--- src/shared/dlc_map.svh ---
// register offsets, field positions, reset values and the modulo base shift for the link control block
`ifndef DLC_MAP_SVH
`define DLC_MAP_SVH

`define DLC_OFF_CTRL        12'h000
`define DLC_OFF_STATUS      12'h004
`define DLC_OFF_BCOUNT      12'h008
`define DLC_OFF_IRQ_STAT    12'h00c
`define DLC_OFF_IRQ_MASK    12'h010
`define DLC_OFF_EVENT       12'h014

`define DLC_CTRL_CS         31
`define DLC_CTRL_EXT_EN     30
`define DLC_CTRL_BW_HI      27
`define DLC_CTRL_BW_LO      25
`define DLC_CTRL_DSTMOD_HI  11
`define DLC_CTRL_DSTMOD_LO  8
`define DLC_CTRL_DREQ       7
`define DLC_CTRL_LINK_HI    5
`define DLC_CTRL_LINK_LO    4
`define DLC_CTRL_T1_HI      3
`define DLC_CTRL_T1_LO      2
`define DLC_CTRL_T2_HI      1
`define DLC_CTRL_T2_LO      0
`define DLC_CTRL_WMASK      32'hce00_0fbf

`define DLC_EV_STEAL        0
`define DLC_EV_EXHAUST      1

`define DLC_IRQ_LINK1       0
`define DLC_IRQ_LINK2       1
`define DLC_IRQ_CFGERR      2
`define DLC_IRQ_EXHAUST     3

`define DLC_CTRL_RESET      32'h0000_0000
`define DLC_BCOUNT_RESET    24'h00_0000
`define DLC_MOD_BASE_SHIFT  4'h3

`endif

--- src/shared/dlc_pkg.sv ---
// types shared by the link control block
package dlc_pkg;
	typedef enum logic [1:0] {
		DLC_LINK_NONE   = 2'h0,
		DLC_LINK_BOTH   = 2'h1,
		DLC_LINK_STEAL  = 2'h2,
		DLC_LINK_ZERO   = 2'h3
	} dlc_link_t;

	typedef enum logic [2:0] {
		DLC_ST_IDLE  = 3'h1,
		DLC_ST_SETUP = 3'h2,
		DLC_ST_ACC   = 3'h4
	} dlc_apb_st_t;
endpackage : dlc_pkg

--- src/hw/dlc_top.sv ---
// one dma channel's link, modulo and request-disable control with apb registers
// How it works
// [RL1] dest modulo zero off, else 16B shl
// [RL2] disable-request bit clears ext enable at zero
// [RL3] link condition pulses request to target channel
// [RL4] link field decodes none/both/steal/zero
// [RL5] continuous mode gives no first link; code 11 still links to the first target at zero
// [RL6] code 01 switches to second at zero
// [RL7] linking forces bandwidth limit to zero
// [RL8] first target from bits 3-2
// [RL9] second target from bits 1-0
// [RL10] target equal own channel sets config error
// [RL11] ext enable gates external requests
// [RL12] steal one transfer, continuous until limit
// [RL13] link request is one-cycle pulse
//
// Our own choices: the register addresses and the APB interface to the registers.
`timescale 1ns/1ps
`include "dlc_map.svh"
module dlc_top
	import dlc_pkg::*;
#(
	parameter int         NCH     = 4,
	parameter logic [1:0] OWN_CH  = 2'h0
) (
	// clock and reset
	input  wire logic            pclk,
	input  wire logic            presetn,
	// apb slave
	input  wire logic            psel,
	input  wire logic            penable,
	input  wire logic            pwrite,
	input  wire logic [11:0]     paddr,
	input  wire logic [31:0]     pwdata,
	output logic [31:0]          prdata,
	output logic                 pready,
	output logic                 pslverr,
	// channel side
	input  wire logic            ext_req,
	input  wire logic            int_start,
	input  wire logic            xfer_done,
	input  wire logic [3:0]      xfer_bytes,
	input  wire logic            bw_boundary,
	// outputs to channel and partners
	output logic                 xfer_req,
	output logic [NCH-1:0]       link_req,
	output logic [2:0]           bandwidth_eff,
	output logic [17:0]          dest_wrap_mask,
	output logic                 irq
);
	logic [31:0] ctrl_r;
	logic [23:0] byte_count_r;
	logic        cfg_err_r;
	logic [3:0]  irq_stat_r;
	logic [3:0]  irq_mask_r;
	logic        busy_r;
	logic        pending_r;
	logic        wr_en;
	logic        rd_en;
	logic        count_zero;
	logic        steal_done;
	logic        link1_fire;
	logic        link2_fire;
	logic        cfg_bad;
	logic [3:0]  irq_set;
	logic [23:0] count_nxt;
	logic        cs;
	logic        ext_en;
	logic        ext_seen;

	// apb: zero wait state, every access completes in its access phase
	assign pready  = 1'b1;
	assign wr_en   = psel && penable && pwrite;
	assign rd_en   = psel && penable && !pwrite;

	// decoding for the error answer; the read mux decodes with its own case
	function automatic logic addr_known(input logic [11:0] a);
		return a == `DLC_OFF_CTRL || a == `DLC_OFF_STATUS || a == `DLC_OFF_BCOUNT
		    || a == `DLC_OFF_IRQ_STAT || a == `DLC_OFF_IRQ_MASK || a == `DLC_OFF_EVENT;
	endfunction : addr_known

	assign pslverr = psel && penable && !addr_known(paddr);

	assign cs     = ctrl_r[`DLC_CTRL_CS];
	assign ext_en = ctrl_r[`DLC_CTRL_EXT_EN];

	// count hits zero on the transfer that exhausts it
	always_comb begin
		count_nxt = byte_count_r;
		if (xfer_done && busy_r)
			count_nxt = (byte_count_r > 24'(xfer_bytes)) ? byte_count_r - 24'(xfer_bytes)
			                                              : 24'h00_0000;
	end
	assign count_zero = xfer_done && busy_r && (count_nxt == 24'h00_0000);
	assign steal_done = xfer_done && busy_r;

	// external request only counts while enabled
	assign ext_seen = ext_req && ext_en; // RL11

	// control register, with hardware clear of ext enable
	always_ff @(posedge pclk or negedge presetn) begin
		if (!presetn) begin
			ctrl_r <= `DLC_CTRL_RESET;
		end else begin
			if (wr_en && paddr == `DLC_OFF_CTRL)
				ctrl_r <= pwdata & `DLC_CTRL_WMASK;
			// hardware clear wins over a write in the same cycle
			if (count_zero && ctrl_r[`DLC_CTRL_DREQ])
				ctrl_r[`DLC_CTRL_EXT_EN] <= 1'b0; // RL2
		end
	end

	// byte count, software loaded, decremented per completed transfer
	always_ff @(posedge pclk or negedge presetn) begin
		if (!presetn)
			byte_count_r <= `DLC_BCOUNT_RESET;
		else if (wr_en && paddr == `DLC_OFF_BCOUNT)
			byte_count_r <= pwdata[23:0];
		else
			byte_count_r <= count_nxt;
	end

	// channel activity: steal does one transfer, continuous runs on
	always_ff @(posedge pclk or negedge presetn) begin
		if (!presetn) begin
			busy_r    <= 1'b0;
			pending_r <= 1'b0;
		end else begin
			if ((int_start || ext_seen) && byte_count_r != 24'h00_0000)
				busy_r <= 1'b1;
			else if (count_zero)
				busy_r <= 1'b0;
			else if (steal_done && cs)
				busy_r <= 1'b0; // RL12
			pending_r <= busy_r && !(steal_done && (cs || count_zero));
		end
	end

	// continuous mode drops xfer_req for every cycle bw_boundary is high while the bandwidth is nonzero
	assign xfer_req = busy_r && !(bw_boundary && bandwidth_eff != 3'h0
	                              && !cs); // RL12

	// bandwidth value seen by the arbiter
	assign bandwidth_eff = (ctrl_r[`DLC_CTRL_LINK_HI:`DLC_CTRL_LINK_LO] != 2'h0) ? 3'h0
	                      : ctrl_r[`DLC_CTRL_BW_HI:`DLC_CTRL_BW_LO]; // RL7

	// destination wrap mask: zero means no wrap, code n gives 2^(n+3) bytes
	always_comb begin
		logic [3:0] m;
		m = ctrl_r[`DLC_CTRL_DSTMOD_HI:`DLC_CTRL_DSTMOD_LO];
		dest_wrap_mask = 18'h0_0000;
		if (m != 4'h0)
			dest_wrap_mask = 18'((19'h1 << (5'(m) + 5'(`DLC_MOD_BASE_SHIFT))) - 19'h1); // RL1
	end

	dlc_link_decode #(
		.NCH(NCH)
	) u_link (
		.pclk               (pclk),
		.presetn            (presetn),
		.link_control       (ctrl_r[`DLC_CTRL_LINK_HI:`DLC_CTRL_LINK_LO]),
		.first_link_target  (ctrl_r[`DLC_CTRL_T1_HI:`DLC_CTRL_T1_LO]),
		.second_link_target (ctrl_r[`DLC_CTRL_T2_HI:`DLC_CTRL_T2_LO]),
		.cycle_steal        (cs),
		.steal_done         (steal_done),
		.count_zero         (count_zero),
		.link_req           (link_req),
		.link1_fire         (link1_fire),
		.link2_fire         (link2_fire)
	);

	// a link target naming this channel is a configuration error
	assign cfg_bad = ctrl_r[`DLC_CTRL_LINK_HI:`DLC_CTRL_LINK_LO] != 2'h0
	              && (ctrl_r[`DLC_CTRL_T1_HI:`DLC_CTRL_T1_LO] == OWN_CH
	               || ctrl_r[`DLC_CTRL_T2_HI:`DLC_CTRL_T2_LO] == OWN_CH); // RL10

	// status error flag: set wins over write-one clear
	always_ff @(posedge pclk or negedge presetn) begin
		if (!presetn)
			cfg_err_r <= 1'b0;
		else if (cfg_bad)
			cfg_err_r <= 1'b1; // RL10
		else if (wr_en && paddr == `DLC_OFF_STATUS && pwdata[0])
			cfg_err_r <= 1'b0;
	end

	// interrupt events
	always_comb begin
		irq_set = 4'h0;
		irq_set[`DLC_IRQ_LINK1]   = link1_fire;
		irq_set[`DLC_IRQ_LINK2]   = link2_fire;
		irq_set[`DLC_IRQ_CFGERR]  = cfg_bad && !cfg_err_r;
		irq_set[`DLC_IRQ_EXHAUST] = count_zero;
	end

	// sticky status, write one to clear, a new event beats the clear
	always_ff @(posedge pclk or negedge presetn) begin
		if (!presetn)
			irq_stat_r <= 4'h0;
		else if (wr_en && paddr == `DLC_OFF_IRQ_STAT)
			irq_stat_r <= (irq_stat_r & ~pwdata[3:0]) | irq_set;
		else
			irq_stat_r <= irq_stat_r | irq_set;
	end

	// interrupt mask, one enables
	always_ff @(posedge pclk or negedge presetn) begin
		if (!presetn)
			irq_mask_r <= 4'h0;
		else if (wr_en && paddr == `DLC_OFF_IRQ_MASK)
			irq_mask_r <= pwdata[3:0];
	end

	assign irq = |(irq_stat_r & irq_mask_r);

	// read data registered in the setup phase, held through the access phase
	always_ff @(posedge pclk or negedge presetn) begin
		if (!presetn) begin
			prdata <= 32'h0000_0000;
		end else if (psel && !penable && !pwrite) begin
			case (paddr)
				`DLC_OFF_CTRL:     prdata <= ctrl_r;
				`DLC_OFF_STATUS:   prdata <= {29'h0, pending_r, busy_r, cfg_err_r};
				`DLC_OFF_BCOUNT:   prdata <= {8'h00, byte_count_r};
				`DLC_OFF_IRQ_STAT: prdata <= {28'h0, irq_stat_r};
				`DLC_OFF_IRQ_MASK: prdata <= {28'h0, irq_mask_r};
				`DLC_OFF_EVENT:    prdata <= {30'h0, count_zero, steal_done};
				default:           prdata <= 32'h0000_0000;
			endcase
		end
	end

	logic unused_rd;
	assign unused_rd = rd_en;
endmodule : dlc_top

--- src/hw/dlc_link_decode.sv ---
// decode of link condition into one-shot requests towards the target channels
`timescale 1ns/1ps
`include "dlc_map.svh"
module dlc_link_decode
	import dlc_pkg::*;
#(
	parameter int NCH = 4
) (
	// clock and reset
	input  wire logic           pclk,
	input  wire logic           presetn,
	// configuration
	input  wire logic [1:0]     link_control,
	input  wire logic [1:0]     first_link_target,
	input  wire logic [1:0]     second_link_target,
	input  wire logic           cycle_steal,
	// channel events
	input  wire logic           steal_done,
	input  wire logic           count_zero,
	// request pulses
	output logic [NCH-1:0]      link_req,
	output logic                link1_fire,
	output logic                link2_fire
);
	logic l1;
	logic l2;
	logic [NCH-1:0] req_nxt;

	// which link condition applies this cycle
	always_comb begin
		l1 = 1'b0;
		l2 = 1'b0;
		case (dlc_link_t'(link_control))
			DLC_LINK_BOTH: begin
				l1 = cycle_steal && steal_done && !count_zero; // RL6 RL5
				l2 = count_zero; // RL6
			end
			DLC_LINK_STEAL: begin
				l1 = cycle_steal && steal_done; // RL5
			end
			DLC_LINK_ZERO: begin
				l1 = count_zero;
			end
			default: begin
				l1 = 1'b0; // RL4
			end
		endcase
	end

	// one-hot target select per channel
	genvar g;
	generate
		for (g = 0; g < NCH; g++) begin : g_tgt
			assign req_nxt[g] = (l1 && first_link_target == 2'(g))   // RL8 RL3
			                 || (l2 && second_link_target == 2'(g)); // RL9
		end
	endgenerate

	// registered single-cycle pulses
	always_ff @(posedge pclk or negedge presetn) begin
		if (!presetn) begin
			link_req   <= '0;
			link1_fire <= 1'b0;
			link2_fire <= 1'b0;
		end else begin
			link_req   <= req_nxt; // RL13
			link1_fire <= l1;
			link2_fire <= l2;
		end
	end
endmodule : dlc_link_decode

--- config.mk ---
export PLATFORM = sky130hd
export DESIGN_NAME = dlc_top
export DESIGN_NICKNAME = d
export VERILOG_FILES = /design/src/shared/dlc_pkg.sv /design/src/hw/dlc_top.sv /design/src/hw/dlc_link_decode.sv
export VERILOG_INCLUDE_DIRS = /design/src /design/src/shared
export SDC_FILE = /design/constraint.sdc
export NUM_CORES = 1
export LEC_CHECK = 0
export ABC_CLOCK_PERIOD_IN_PS = 3800
export BUFFER_PORTS_ARGS = -buffer_cell sky130_fd_sc_hd__buf_2
export CAP_MARGIN = 10
export CELL_PAD_IN_SITES_DETAIL_PLACEMENT = 1
export CELL_PAD_IN_SITES_GLOBAL_PLACEMENT = 2
export CORE_MARGIN = 1.5
export CORE_UTILIZATION = 33
export DETAILED_ROUTE_END_ITERATION = 10
export PLACE_DENSITY_LB_ADDON = 0.3
export RECOVER_POWER = 50
export SLEW_MARGIN = 20
export SYNTH_ARGS = -nofsm -noshare
export SYNTH_HDL_FRONTEND = slang
export SYNTH_SLANG_ARGS = --single-unit
--- constraint.sdc ---
create_clock -name pclk -period 3.8 [get_ports pclk]
set_clock_uncertainty 0.2 [all_clocks]
set_input_delay 0 -clock pclk [delete_from_list [all_inputs] [get_ports pclk]]
set_output_delay 0 -clock pclk [all_outputs]
set_load 0.02 [all_outputs]
==> impl_metrics.toml <==
[floorplan]
io_pins = 118
core_area_um2 = 14500
start_util_pct = 33.6
die_w_um = 124
die_height_um = 124
die_area_um2 = 15500
rows = 44

[sta]
rsz0062_at_grt = "no"
whs_ps = 14.5
tightest_slew_ps = 1460
setup_viol = 0
max_slew_margin_pct = 2.80
fin_crit_sh_pct = 94.8
fmax_mhz = 278
hold_viol = 0
slew_violations = 0
timing.setup.tns_ps = 0
fin_crit_ps = 3600

[final_layout]
layout_commonest_cell = "dfrtp_1"
drive_gt1_share_pct = 22.9
final_nets = 721
final_cell_mix = "dfrtp_1 (86), buf_2 (74), nand2_1 (69)"
n_fill_cell = 1691
diodes = 0
syn_to_final_growth_pct = 28.6

[route]
vias = 4466
drtIter0Drc = 199
wl_per_cell_um = 18.5
dr.pass1.iters = 4
ant_nets = 0
viasPerCell = 5.27
wl_um = 15700
drc_errors = 0

[logic_synthesis]
synth_top_area_share_pct = 44.3
synth_async_sr_flop_share_pct = 100
netlist-cell-type-count = 68
yosysTopAreaCell = "dfrtp_1"
synth_seq_cells = 86
synthCells = 516
yosysSeqAreaShare_pct = 44.3
syn_avg_cell_area_um2 = 9.42
synth_ff_type = "dfrtp_1"
ys.warnings.count = 0
synth_top_cells_by_area = "dfrtp_1 (44%), nand2_1 (5.3%), mux2_2 (4.9%)"
syn_area_um2 = 4860
synth-edff-count = 0

[clock_tree]
cts-root-buf = "clkbuf_16"
clkTransAtPathRegs_ps = 60
numCtsBuffers = 9
tritoncts = "done"
htreeDepth = 3
post_cts_buffers = 0
cts.path.max_buffers = 2
cts_sinks = 86
clock_latency_ps = 350

[global_routing]
grt_use_total_pct = 20.7
grt_max_degree = 56
overflow = 0
antenna_found_initial = 0
grt_pass1_wl_um = 25700
grt_pass1_vias = 4673

[setup_path]
path_buf_inv = 1
crit_type = "reg -> reg"
crit_chain = "inv_1, ha_1, fa_1, nor2b_1, o21a_2, nor4_1, xor2_1, or4_4, o31ai_1, a21oi_1, a21oi_2, o21ai_0"
cp_max_fo = 6
crit_required_ps = 3820
crit_arrival_ps = 3620
crit_family = "compound AO/OA/AOI/OAI gates"
cp_slowest_cell = "or4_4"
max_stage_delay_ps = 590
endpoint_kind = "flip-flop"
start_kind = "flip-flop"

[power]
p_per_area_nw_per_um2 = 491
total_power_w = 0.00307
p_leak_nw = 2.86
peakVddDrop_mv = 0.228

[placement]
port_buffers = 110
place.detailed.hpwl_um = 11200
gp_congestion = 0.787

[hold_path]
holdCritPathClass = "in -> reg"

[flow_run]
cap_violations = 0

[run_status]
status = "complete, no violations"
-- layout make-up --
type	count	area (µm²)	area share [%]
Sequential cell	86	2150	34.5
Clock buffer	11	253	4.05
Inverter	10	37.5	0.601
Clock inverter	5	56.3	0.901
Timing Repair Buffer	160	975	15.6
Multi-Input combinational cell	391	2540	40.7
Tap cell	184	230	3.69
-- synth_stat cells (2+ instances only) --
master	instances
a21boi_0	2
a21o_1	5
a21oi_1	23
a21oi_2	2
a22o_1	13
a22oi_1	10
a31o_2	2
and2_1	7
buf_2	4
buf_4	4
buf_6	2
clkbuf_1	22
conb_1	2
dfrtp_1	86
ha_1	5
inv_1	10
mux2_2	21
mux2i_1	3
nand2_1	69
nand2b_1	3
nand3_1	14
nand3b_1	7
nand4_1	6
nor2_1	36
nor2b_1	4
nor3_1	22
nor4_1	13
nor4_4	3
o21a_1	11
o21ai_0	34
o21ai_2	2
o22ai_1	2
o31a_1	5
o31ai_1	7
or2_1	2
or3_1	3
or3_2	2
or3b_2	3
or4_1	3
xnor2_1	7
xor2_1	8
-- stage by stage --
step,area [µm²],cells,worst slack (ps),utilization (%)
floorplan,4870,520,639,-
global placement,5600,793,249,38.7
detailed placement,5600,793,129,38.7
CTS,6290,847,105,43.5
global route,6250,847,2.30,43.1
finish,6250,847,198,43.1
-- report_power, final --
group          switching (W)  leakage [nW]  internal, W
clock               0.000382         0.152     0.000546
combinational       0.000488          1.56     0.000396
sequential          0.000221          1.15      0.00103
-- metal layers --
metal / vias to the layer above / track usage, % / wire length, µm
li1: 2149 / - / -
met1: 2201 / 28.8 / 7460
met2: 101 / 33.4 / 7440
met3: 15 / 3.26 / 599
met4: 0 / 6.02 / 168
met5: - / 0 / 0
-- cell families after synthesis --
kind of cell | synth area share, %
fa+ha+maj | 1.70
xor+xnor | 2.70
buf+inv | 4.04
simple gates | 22.8
mux | 5.95
flops | 44.3
compound gates | 18.3
other cells | 0.155
-- worst min-delay path, stage by stage --
cell and delay, ps:
buf_2 110, fa_1 200, o31a_1 150, a21oi_1 60
-- what timing repair did --
item                                    4_1_cts  5_1_grt
endpoints found under the setup margin        0        6
gates resized for setup                       0        1
endpoints found under the hold margin       108        0
hold buffers                                 38        0
-- registers in the layout, indices dropped and copies added, names as in the netlist --
register,cells
prdata,29
u_link.link1_fire,1
busy_r,1
byte_count_r,24
irq_mask_r,4
irq_stat_r,4
pending_r,1
u_link.link_req,4
u_link.link2_fire,1
cfg_err_r,1
ctrl_r,16
-- path summary, 6_finish.rpt --
path	from	to	slack [ps]	depth (start not counted)
max	byte_count_r[0]	u_link.link_req[3]	200	12
min	xfer_bytes[1]	byte_count_r[1]	10	4
max reg2reg	byte_count_r[0]	u_link.link_req[3]	200	12
min reg2reg	u_link.link1_fire	irq_stat_r[0]	240	1
max in group asynchronous	presetn	byte_count_r[3]	1530	3
min in group asynchronous	presetn	ctrl_r[2]	310	2
(Power assumes the default switching activity.)
